### src/tbt_defines.svh
// Constants for the tick timer: offsets, field positions, resets, counts.
// Assumes inclusion by bare name from the tick timer sources.
//
// Overview of operation
// - Control register bits 7 to 4 always read back as zero.
// - Low-frequency sourcing in normal/idle resyncs to gear clock, ticks jitter.
// - With enable set, each falling edge of selected tap raises a tick.
// - With enable clear, no tick request is raised.
// - Entering stop mode clears tick enable in hardware.
// - Divider runs regardless of enable; enabling never restarts it.
// - First tick comes at next tap falling edge, first interval may be short.
// - Control register: enable at bit 3, select at bits 2 to 0, reset zero.
// - Select picks gear taps 22,20,15,13,12,11,10,8 or low-freq taps.
`ifndef TBT_DEFINES_SVH
`define TBT_DEFINES_SVH

`define TBT_CTRL_OFFSET 12'h000
`define TBT_STAT_OFFSET 12'h004
`define TBT_EN_BIT 3
`define TBT_SEL_MSB 2
`define TBT_CTRL_RESET 8'h00
`define TBT_GEAR_DIV_W 22
`define TBT_LF_DIV_W 15
`define TBT_SYNC_STAGES 2

`endif

### src/tbt_pkg.sv
// Types shared by the tick timer modules.
// Assumes tbt_defines.svh is compiled alongside.
package tbt_pkg;

  typedef enum logic [2:0] {
    TBT_ST_IDLE = 3'b001,
    TBT_ST_SETUP = 3'b010,
    TBT_ST_ACCESS = 3'b100
  } tbt_apb_state_t;

  typedef logic [2:0] tbt_sel_t;

endpackage

### src/tbt_timer.sv
// Tick timer top: APB control register, two dividers, tap select.
// Assumes APB3 master on core_clk; mode inputs are synchronous levels.
`timescale 1ns/100ps
`include "tbt_defines.svh"
module tbt_timer #(
  parameter int GEAR_W = `TBT_GEAR_DIV_W,
  parameter int LF_W = `TBT_LF_DIV_W
) (
  // Clock and reset
  input wire logic core_clk,
  input wire logic rst_n,
  // APB slave
  input wire logic psel,
  input wire logic penable,
  input wire logic pwrite,
  input wire logic [11:0] paddr,
  input wire logic [31:0] pwdata,
  output logic [31:0] prdata,
  output logic pready,
  output logic pslverr,
  // Clock sources and operating mode
  input wire logic low_freq_clock,
  input wire logic low_freq_prescale_source,
  input wire logic slow_mode,
  input wire logic stop_entry,
  // Tick output
  output logic tick_interrupt
);

  logic tick_irq_enable_reg;
  tbt_pkg::tbt_sel_t tick_rate_select_reg;
  logic [GEAR_W-1:0] gear_taps;
  logic [LF_W-1:0] lf_taps;
  logic lf_rise;
  logic tap_now;
  logic tap_prev_reg;
  logic tap_fall;
  logic lf_mode;
  logic wr_en;
  logic addr_ok;
  logic [7:0] ctrl_view;
  logic [31:0] rd_next;
  logic tick_next;

  ////////////////////////////////////////////////////////////////////////
  // Dividers: gear chain every cycle, low-frequency chain per lf edge
  tbt_divider #(.WIDTH(GEAR_W)) u_gear_div (
    .core_clk(core_clk),
    .rst_n(rst_n),
    .tick_in(1'b1),
    .taps(gear_taps)
  );

  tbt_sync u_lf_sync (
    .core_clk(core_clk),
    .rst_n(rst_n),
    .lf_clk_in(low_freq_clock),
    .lf_rise(lf_rise)
  );

  tbt_divider #(.WIDTH(LF_W)) u_lf_div (
    .core_clk(core_clk),
    .rst_n(rst_n),
    .tick_in(lf_rise),
    .taps(lf_taps)
  );

  ////////////////////////////////////////////////////////////////////////
  // Tap index helpers: bit k toggles at source/2^(k+1)
  function automatic int gear_tap_bit(input tbt_pkg::tbt_sel_t sel);
    case (sel)
      3'h0: gear_tap_bit = 21;
      3'h1: gear_tap_bit = 19;
      3'h2: gear_tap_bit = 14;
      3'h3: gear_tap_bit = 12;
      3'h4: gear_tap_bit = 11;
      3'h5: gear_tap_bit = 10;
      3'h6: gear_tap_bit = 9;
      default: gear_tap_bit = 7;
    endcase
  endfunction

  // Code 111 is reserved here; it yields -1, meaning no tap
  function automatic int lf_tap_bit(input tbt_pkg::tbt_sel_t sel);
    case (sel)
      3'h0: lf_tap_bit = 14;
      3'h1: lf_tap_bit = 12;
      3'h2: lf_tap_bit = 7;
      3'h3: lf_tap_bit = 5;
      3'h4: lf_tap_bit = 4;
      3'h5: lf_tap_bit = 3;
      3'h6: lf_tap_bit = 2;
      default: lf_tap_bit = -1;
    endcase
  endfunction

  ////////////////////////////////////////////////////////////////////////
  // Source choice: slow mode always runs from the low-frequency clock
  assign lf_mode = slow_mode | low_freq_prescale_source;

  // Tap mux; reserved low-freq code holds the tap low, so no ticks
  always_comb begin
    int gb;
    int lb;
    gb = 0;
    lb = 0;
    tap_now = 1'b0;
    gb = gear_tap_bit(tick_rate_select_reg);
    lb = lf_tap_bit(tick_rate_select_reg);
    if (lf_mode) begin
      if (lb >= 0 && lb < LF_W) begin
        tap_now = lf_taps[lb];
      end
    end else if (gb < GEAR_W) begin
      tap_now = gear_taps[gb];
    end
  end

  // Falling edge tracked always, so enabling catches the next one
  always_ff @(posedge core_clk or negedge rst_n) begin
    if (!rst_n) begin
      tap_prev_reg <= 1'b0;
    end else begin
      tap_prev_reg <= tap_now;
    end
  end

  assign tap_fall = tap_prev_reg & ~tap_now;

  ////////////////////////////////////////////////////////////////////////
  // Tick pulse: one core cycle per falling edge while enabled
  assign tick_next = tap_fall & tick_irq_enable_reg;

  always_ff @(posedge core_clk or negedge rst_n) begin
    if (!rst_n) begin
      tick_interrupt <= 1'b0;
    end else begin
      tick_interrupt <= tick_next;
    end
  end

  ////////////////////////////////////////////////////////////////////////
  // APB decode: zero wait states, error on unmapped offsets
  assign addr_ok = (paddr == `TBT_CTRL_OFFSET) ||
                   (paddr == `TBT_STAT_OFFSET);
  assign wr_en = psel & penable & pwrite & (paddr == `TBT_CTRL_OFFSET);
  assign pready = 1'b1;
  assign pslverr = psel & penable & ~addr_ok;

  // Control register; stop entry beats a write to the enable
  always_ff @(posedge core_clk or negedge rst_n) begin
    if (!rst_n) begin
      tick_irq_enable_reg <= 1'(`TBT_CTRL_RESET >> `TBT_EN_BIT);
      tick_rate_select_reg <= '0;
    end else begin
      if (wr_en) begin
        tick_irq_enable_reg <= pwdata[`TBT_EN_BIT];
        tick_rate_select_reg <= pwdata[`TBT_SEL_MSB:0];
      end
      if (stop_entry) begin
        tick_irq_enable_reg <= 1'b0;
      end
    end
  end

  // Upper nibble forced to zero on read
  assign ctrl_view = {4'h0, tick_irq_enable_reg, tick_rate_select_reg};

  // Read data; status shows source mode and current tap level
  always_comb begin
    rd_next = 32'h0000_0000;
    if (paddr == `TBT_CTRL_OFFSET) begin
      rd_next = {24'h00_0000, ctrl_view};
    end else if (paddr == `TBT_STAT_OFFSET) begin
      rd_next = {30'h0000_0000, lf_mode, tap_now};
    end
  end

  // Registered read data, loaded in the setup cycle
  always_ff @(posedge core_clk or negedge rst_n) begin
    if (!rst_n) begin
      prdata <= 32'h0000_0000;
    end else if (psel & ~penable & ~pwrite) begin
      prdata <= rd_next;
    end
  end

endmodule

### src/tbt_divider.sv
// Free-running divider chain for one clock source.
// Assumes tick_in is a one-cycle advance strobe on core_clk.
`timescale 1ns/100ps
module tbt_divider #(
  parameter int WIDTH = 22
) (
  // Clock and reset
  input wire logic core_clk,
  input wire logic rst_n,
  // Advance strobe
  input wire logic tick_in,
  // Divider taps
  output logic [WIDTH-1:0] taps
);

  ////////////////////////////////////////////////////////////////////////
  // Never cleared by enable, so the phase is free running
  always_ff @(posedge core_clk or negedge rst_n) begin
    if (!rst_n) begin
      taps <= '0;
    end else if (tick_in) begin
      taps <= taps + 1'b1;
    end
  end

endmodule

### src/tbt_sync.sv
// Two-stage synchroniser for the low-frequency clock level.
// Assumes lf_clk_in is a slow level asynchronous to core_clk.
`timescale 1ns/100ps
module tbt_sync (
  // Clock and reset
  input wire logic core_clk,
  input wire logic rst_n,
  // Async level in
  input wire logic lf_clk_in,
  // Rising edge of synchronised level
  output logic lf_rise
);

  logic stage1_reg;
  logic stage2_reg;
  logic stage3_reg;

  ////////////////////////////////////////////////////////////////////////
  // Resync adds up to a core cycle of jitter to ticks
  always_ff @(posedge core_clk or negedge rst_n) begin
    if (!rst_n) begin
      stage1_reg <= 1'b0;
      stage2_reg <= 1'b0;
      stage3_reg <= 1'b0;
    end else begin
      stage1_reg <= lf_clk_in;
      stage2_reg <= stage1_reg;
      stage3_reg <= stage2_reg;
    end
  end

  // Edge taken only between later stages
  assign lf_rise = stage2_reg & ~stage3_reg;

endmodule

### config.mk
export PLATFORM = sky130hd
export DESIGN_NAME = tbt_timer
export DESIGN_NICKNAME = d
export VERILOG_FILES = /design/src/tbt_pkg.sv /design/src/tbt_timer.sv /design/src/tbt_divider.sv /design/src/tbt_sync.sv
export VERILOG_INCLUDE_DIRS = /design/src /design/src/src
export SDC_FILE = /design/constraint.sdc
export NUM_CORES = 1
export LEC_CHECK = 0
export BUFFER_PORTS_ARGS = -buffer_cell sky130_fd_sc_hd__buf_2
export CORE_MARGIN = 2
export CORE_UTILIZATION = 37
export DETAILED_ROUTE_END_ITERATION = 8
export PLACE_DENSITY = 0.59
export SKIP_LAST_GASP = 1
export SLEW_MARGIN = 20
export SYNTH_ARGS = -nofsm -noshare
export SYNTH_HDL_FRONTEND = slang
export SYNTH_HIERARCHICAL = 1
export SYNTH_SLANG_ARGS = --single-unit
### constraint.sdc
create_clock -name core_clk -period 4.05 [get_ports core_clk]
set_clock_uncertainty 0.1 [all_clocks]
set_input_delay 0.2025 -clock core_clk [delete_from_list [all_inputs] [get_ports core_clk]]
set_output_delay 0.2025 -clock core_clk [all_outputs]
set_load 0.02 [all_outputs]
==> results.py <==
metrics = {
    "cells_and_area": {
        "multi_input_comb_area_sq_mm": 0.00129,
        "postLayoutCoreUtil": 0.412,
        "n_antenna_cell": 0,
        "largest_reg_flops": 22,
        "top_register": "u_gear_div/taps",
        "num-nets-final": 343,
        "drive_gt1_frac": 0.216,
        "fillers": 726,
        "regArea_sq_mm": 0.00125,
        "reg_top3": "u_gear_div/taps x22, u_lf_div/taps x15, prdata x4",
        "syn2layout_area_growth_pct": 9.25,
    },
    "synth": {
        "synth_cell_types": 50,
        "netlist_instances": 250,
        "ys_top_cells_by_area": "dfrtp_1, buf_4, xnor2_1, xor2_1, nand2_1",
        "yosys.area.top_type_share": 0.465,
        "ys_seq_elements": 50,
        "synth_area_sq_mm": 0.00269,
        "yosysWarnings": 6,
        "ys.flop_type": "dfrtp_1",
        "synth_edf_count": 0,
        "ys_async_sr_fraction": 1.00,
        "yosysSeqAreaShare": 0.465,
        "synth_area_leader_cell": "dfrtp_1",
        "avgSynthCellArea_sq_um": 10.8,
    },
    "die": {
        "ios": 88,
        "coreArea_sq_mm": 0.00714,
        "die_w_um": 89.3,
        "dieArea_sq_mm": 0.00798,
        "fp-row-count": 31,
        "die_h_um": 89.3,
        "start_util": 0.377,
    },
    "route": {
        "firstDrtPassIters": 4,
        "highest_layer": "met4",
        "drc": 0,
        "routedWlPerCell_um": 10.6,
        "wl_met2_um": 1880,
        "drtIter0Drc": 60,
        "vias_per_cell": 4.36,
        "ant_nets": 0,
        "wl_met3_um": 120,
        "wl_met1_um": 2050,
        "routed_wl_um": 4110,
        "via_count": 1683,
    },
    "sta": {
        "slew_viol_final": 0,
        "fin_crit_sh": 0.518,
        "fmax_mhz": 476,
        "fin_crit_ps": 2100,
        "rsz0062_at_grt": "no",
        "slew_headroom": 0.591,
        "finalHoldViolCount": 0,
        "setup_viol_count_final": 0,
        "setup-tns-final_ps": 0,
        "max_slew.worst_pin.slew_ps": 613,
    },
    "critical_path": {
        "crit_family": "compound AO/OA/AOI/OAI gates",
        "path_cells": "or4_4, o211ai_2, o221ai_2, a221oi_2, a31oi_1",
        "crit_type": "reg -> reg",
        "crit_path_top_delay_cell": "or4_4",
        "crit_path_end_kind": "register",
        "cp.arrival_ps": 2170,
        "path_max_fanout": 17,
        "critPathRequiredTime_ps": 4120,
        "path_buf_inv": 0,
        "slowest_delay_ps": 590,
        "critical_path.startpoint_type": "register",
    },
    "power_and_ir_drop": {
        "ir_worst_vdd_mv": 0.254,
        "power.internal_w": 0.000773,
        "p_switching_w": 0.000321,
        "p_comb_frac": 0.153,
        "leakage_nw": 1.40,
        "p_per_area_mw_per_mm2": 372,
        "sw_frac_of_total": 0.293,
        "p_seq_frac": 0.589,
        "power.share.clock": 0.258,
    },
    "clock_network": {
        "cts_root_buf": "clkbuf_8",
        "numClockSinks": 50,
        "cts_tree": "done",
        "insertion_delay_ps": 300,
        "cts_made_buffers": 5,
        "clockBufferDepth": 2,
        "clk_pin_slew_ps": 80,
        "htree_levels": 2,
    },
    "run_status": {
        "outcome": "finished clean",
    },
    "global_routing": {
        "grt_max_degree": 51,
        "grt_use_total": 0.107,
        "grt_pass1_vias": 1414,
        "grt_antenna_before_repair": 0,
        "grt_pass1_wl_um": 6580,
        "overflow": 0,
    },
    "min_path": {
        "hold_class": "in -> reg",
    },
    "flow_run": {
        "cap_violations": 0,
    },
    "placed_design": {
        "gp_congestion": 0.721,
        "numPortBuffers": 30,
        "hpwl_um": 2980,
    },
}
[cell families after synthesis]
group                      Yosys count  synth area share
adders and majority gates            2           0.00929
buffers and inverters               37             0.101
and+or+nand+nor                     93             0.207
AOI/OAI and AO/OA                   21            0.0604
other                                2           0.00279
muxes                               10            0.0404
xor gates and xnor gates            35             0.114
DFF                                 50             0.465
[stage by stage]
step / setup slack [ps] / hold WS, ps / cell area, sq um / cells / power (W)
4_1_cts: 1930 / 21.2 / 2940 / 386 / 0.00111
6_report: 1950 / 21.8 / 2940 / 386 / 0.00109
3_3_place_gp: 1960 / 214 / 2830 / 377 / 0.000817
3_5_place_dp: 1940 / 214 / 2830 / 377 / 0.000823
5_1_grt: 1790 / 25.8 / 2940 / 386 / 0.00117
2_1_floorplan: 2230 / -193 / 2810 / 282 / 0.000790
[cells in the final DEF, fill, tap and decap left out, types with 2 or more instances in the layout]
| cell type | instances |
|---|---|
| a21oi_1 | 3 |
| and3_1 | 6 |
| and4_1 | 2 |
| buf_2 | 30 |
| clkbuf_8 | 6 |
| conb_1 | 34 |
| dfrtp_1 | 50 |
| dlygate4sd3_1 | 3 |
| ha_1 | 2 |
| inv_1 | 2 |
| mux2_2 | 7 |
| mux2i_1 | 3 |
| nand2_1 | 27 |
| nand2b_1 | 2 |
| nand3_1 | 10 |
| nand4_1 | 7 |
| nand4_4 | 2 |
| nor2_1 | 15 |
| nor3_1 | 5 |
| nor3_2 | 2 |
| nor4_1 | 2 |
| o21ai_0 | 6 |
| xnor2_1 | 22 |
| xor2_1 | 13 |
[path summary, 6_finish.rpt]
| kind | slack, ps | startpoint | to | cells past startpoint |
|---|---|---|---|---|
| max | 1950 | tick_rate_select_reg[0] | prdata[0] | 5 |
| min | 20 | pwdata[1] | tick_rate_select_reg[1] | 3 |
| max reg2reg | 1950 | tick_rate_select_reg[0] | prdata[0] | 5 |
| min reg2reg | 250 | u_lf_sync/stage1_reg | u_lf_sync/stage2_reg | 0 |
| max in group asynchronous | 3010 | rst_n | u_lf_div/taps[0] | 3 |
| min in group asynchronous | 430 | rst_n | u_gear_div/taps[15] | 3 |
[metal layers]
layer,up-vias,GRT usage
met5,-,0
met3,7,0.0277
li1,873,-
met2,25,0.158
met1,778,0.152
met4,0,0.0366
[timing repair]
action	in CTS	in global routing
resized for setup	0	0
hold buffers	3	0
endpoints found under the hold margin	52	0
buffers inserted	0	0
[power groups by stage]
stage | Combinational (W) | Sequential [W] | Clock [W]
floorplan | 0.000151 | 0.000639 | 0
global placement | 0.000163 | 0.000654 | 0
detailed placement | 0.000167 | 0.000657 | 0
CTS | 0.000170 | 0.000647 | 0.000293
global route | 0.000193 | 0.000658 | 0.000316
finish | 0.000167 | 0.000644 | 0.000283
[final cells by class]
class                   count  share of cell area
multi-input cells         195               0.438
well taps                  99              0.0421
repair buffers             34              0.0638
flip-flops and latches     50               0.425
inverters                   2             0.00255
clock buffers               6              0.0281
[cells in the mapped netlist (all sizes together), types with 2 or more instances]
library cell and number:
inv 2, nand3 11, o221ai 2, nor2 15
xnor2 22, nand4 10, buf 34, xor2 13
and3 6, o21ai 6, conb 2, nand2b 3
nor4 4, nor3 7, dfrtp 50, mux2 7
nand2 27, ha 2, a21oi 3, mux2i 3
and4 3
[tightest hold or removal path: cells and delay by family]
family,cells,cell delay [ps]
AO/OA/AOI/OAI,1,60
buffers and inverters,1,90
AND/OR/NAND/NOR,1,40
Note: power is estimated with default switching activity, not from simulation.
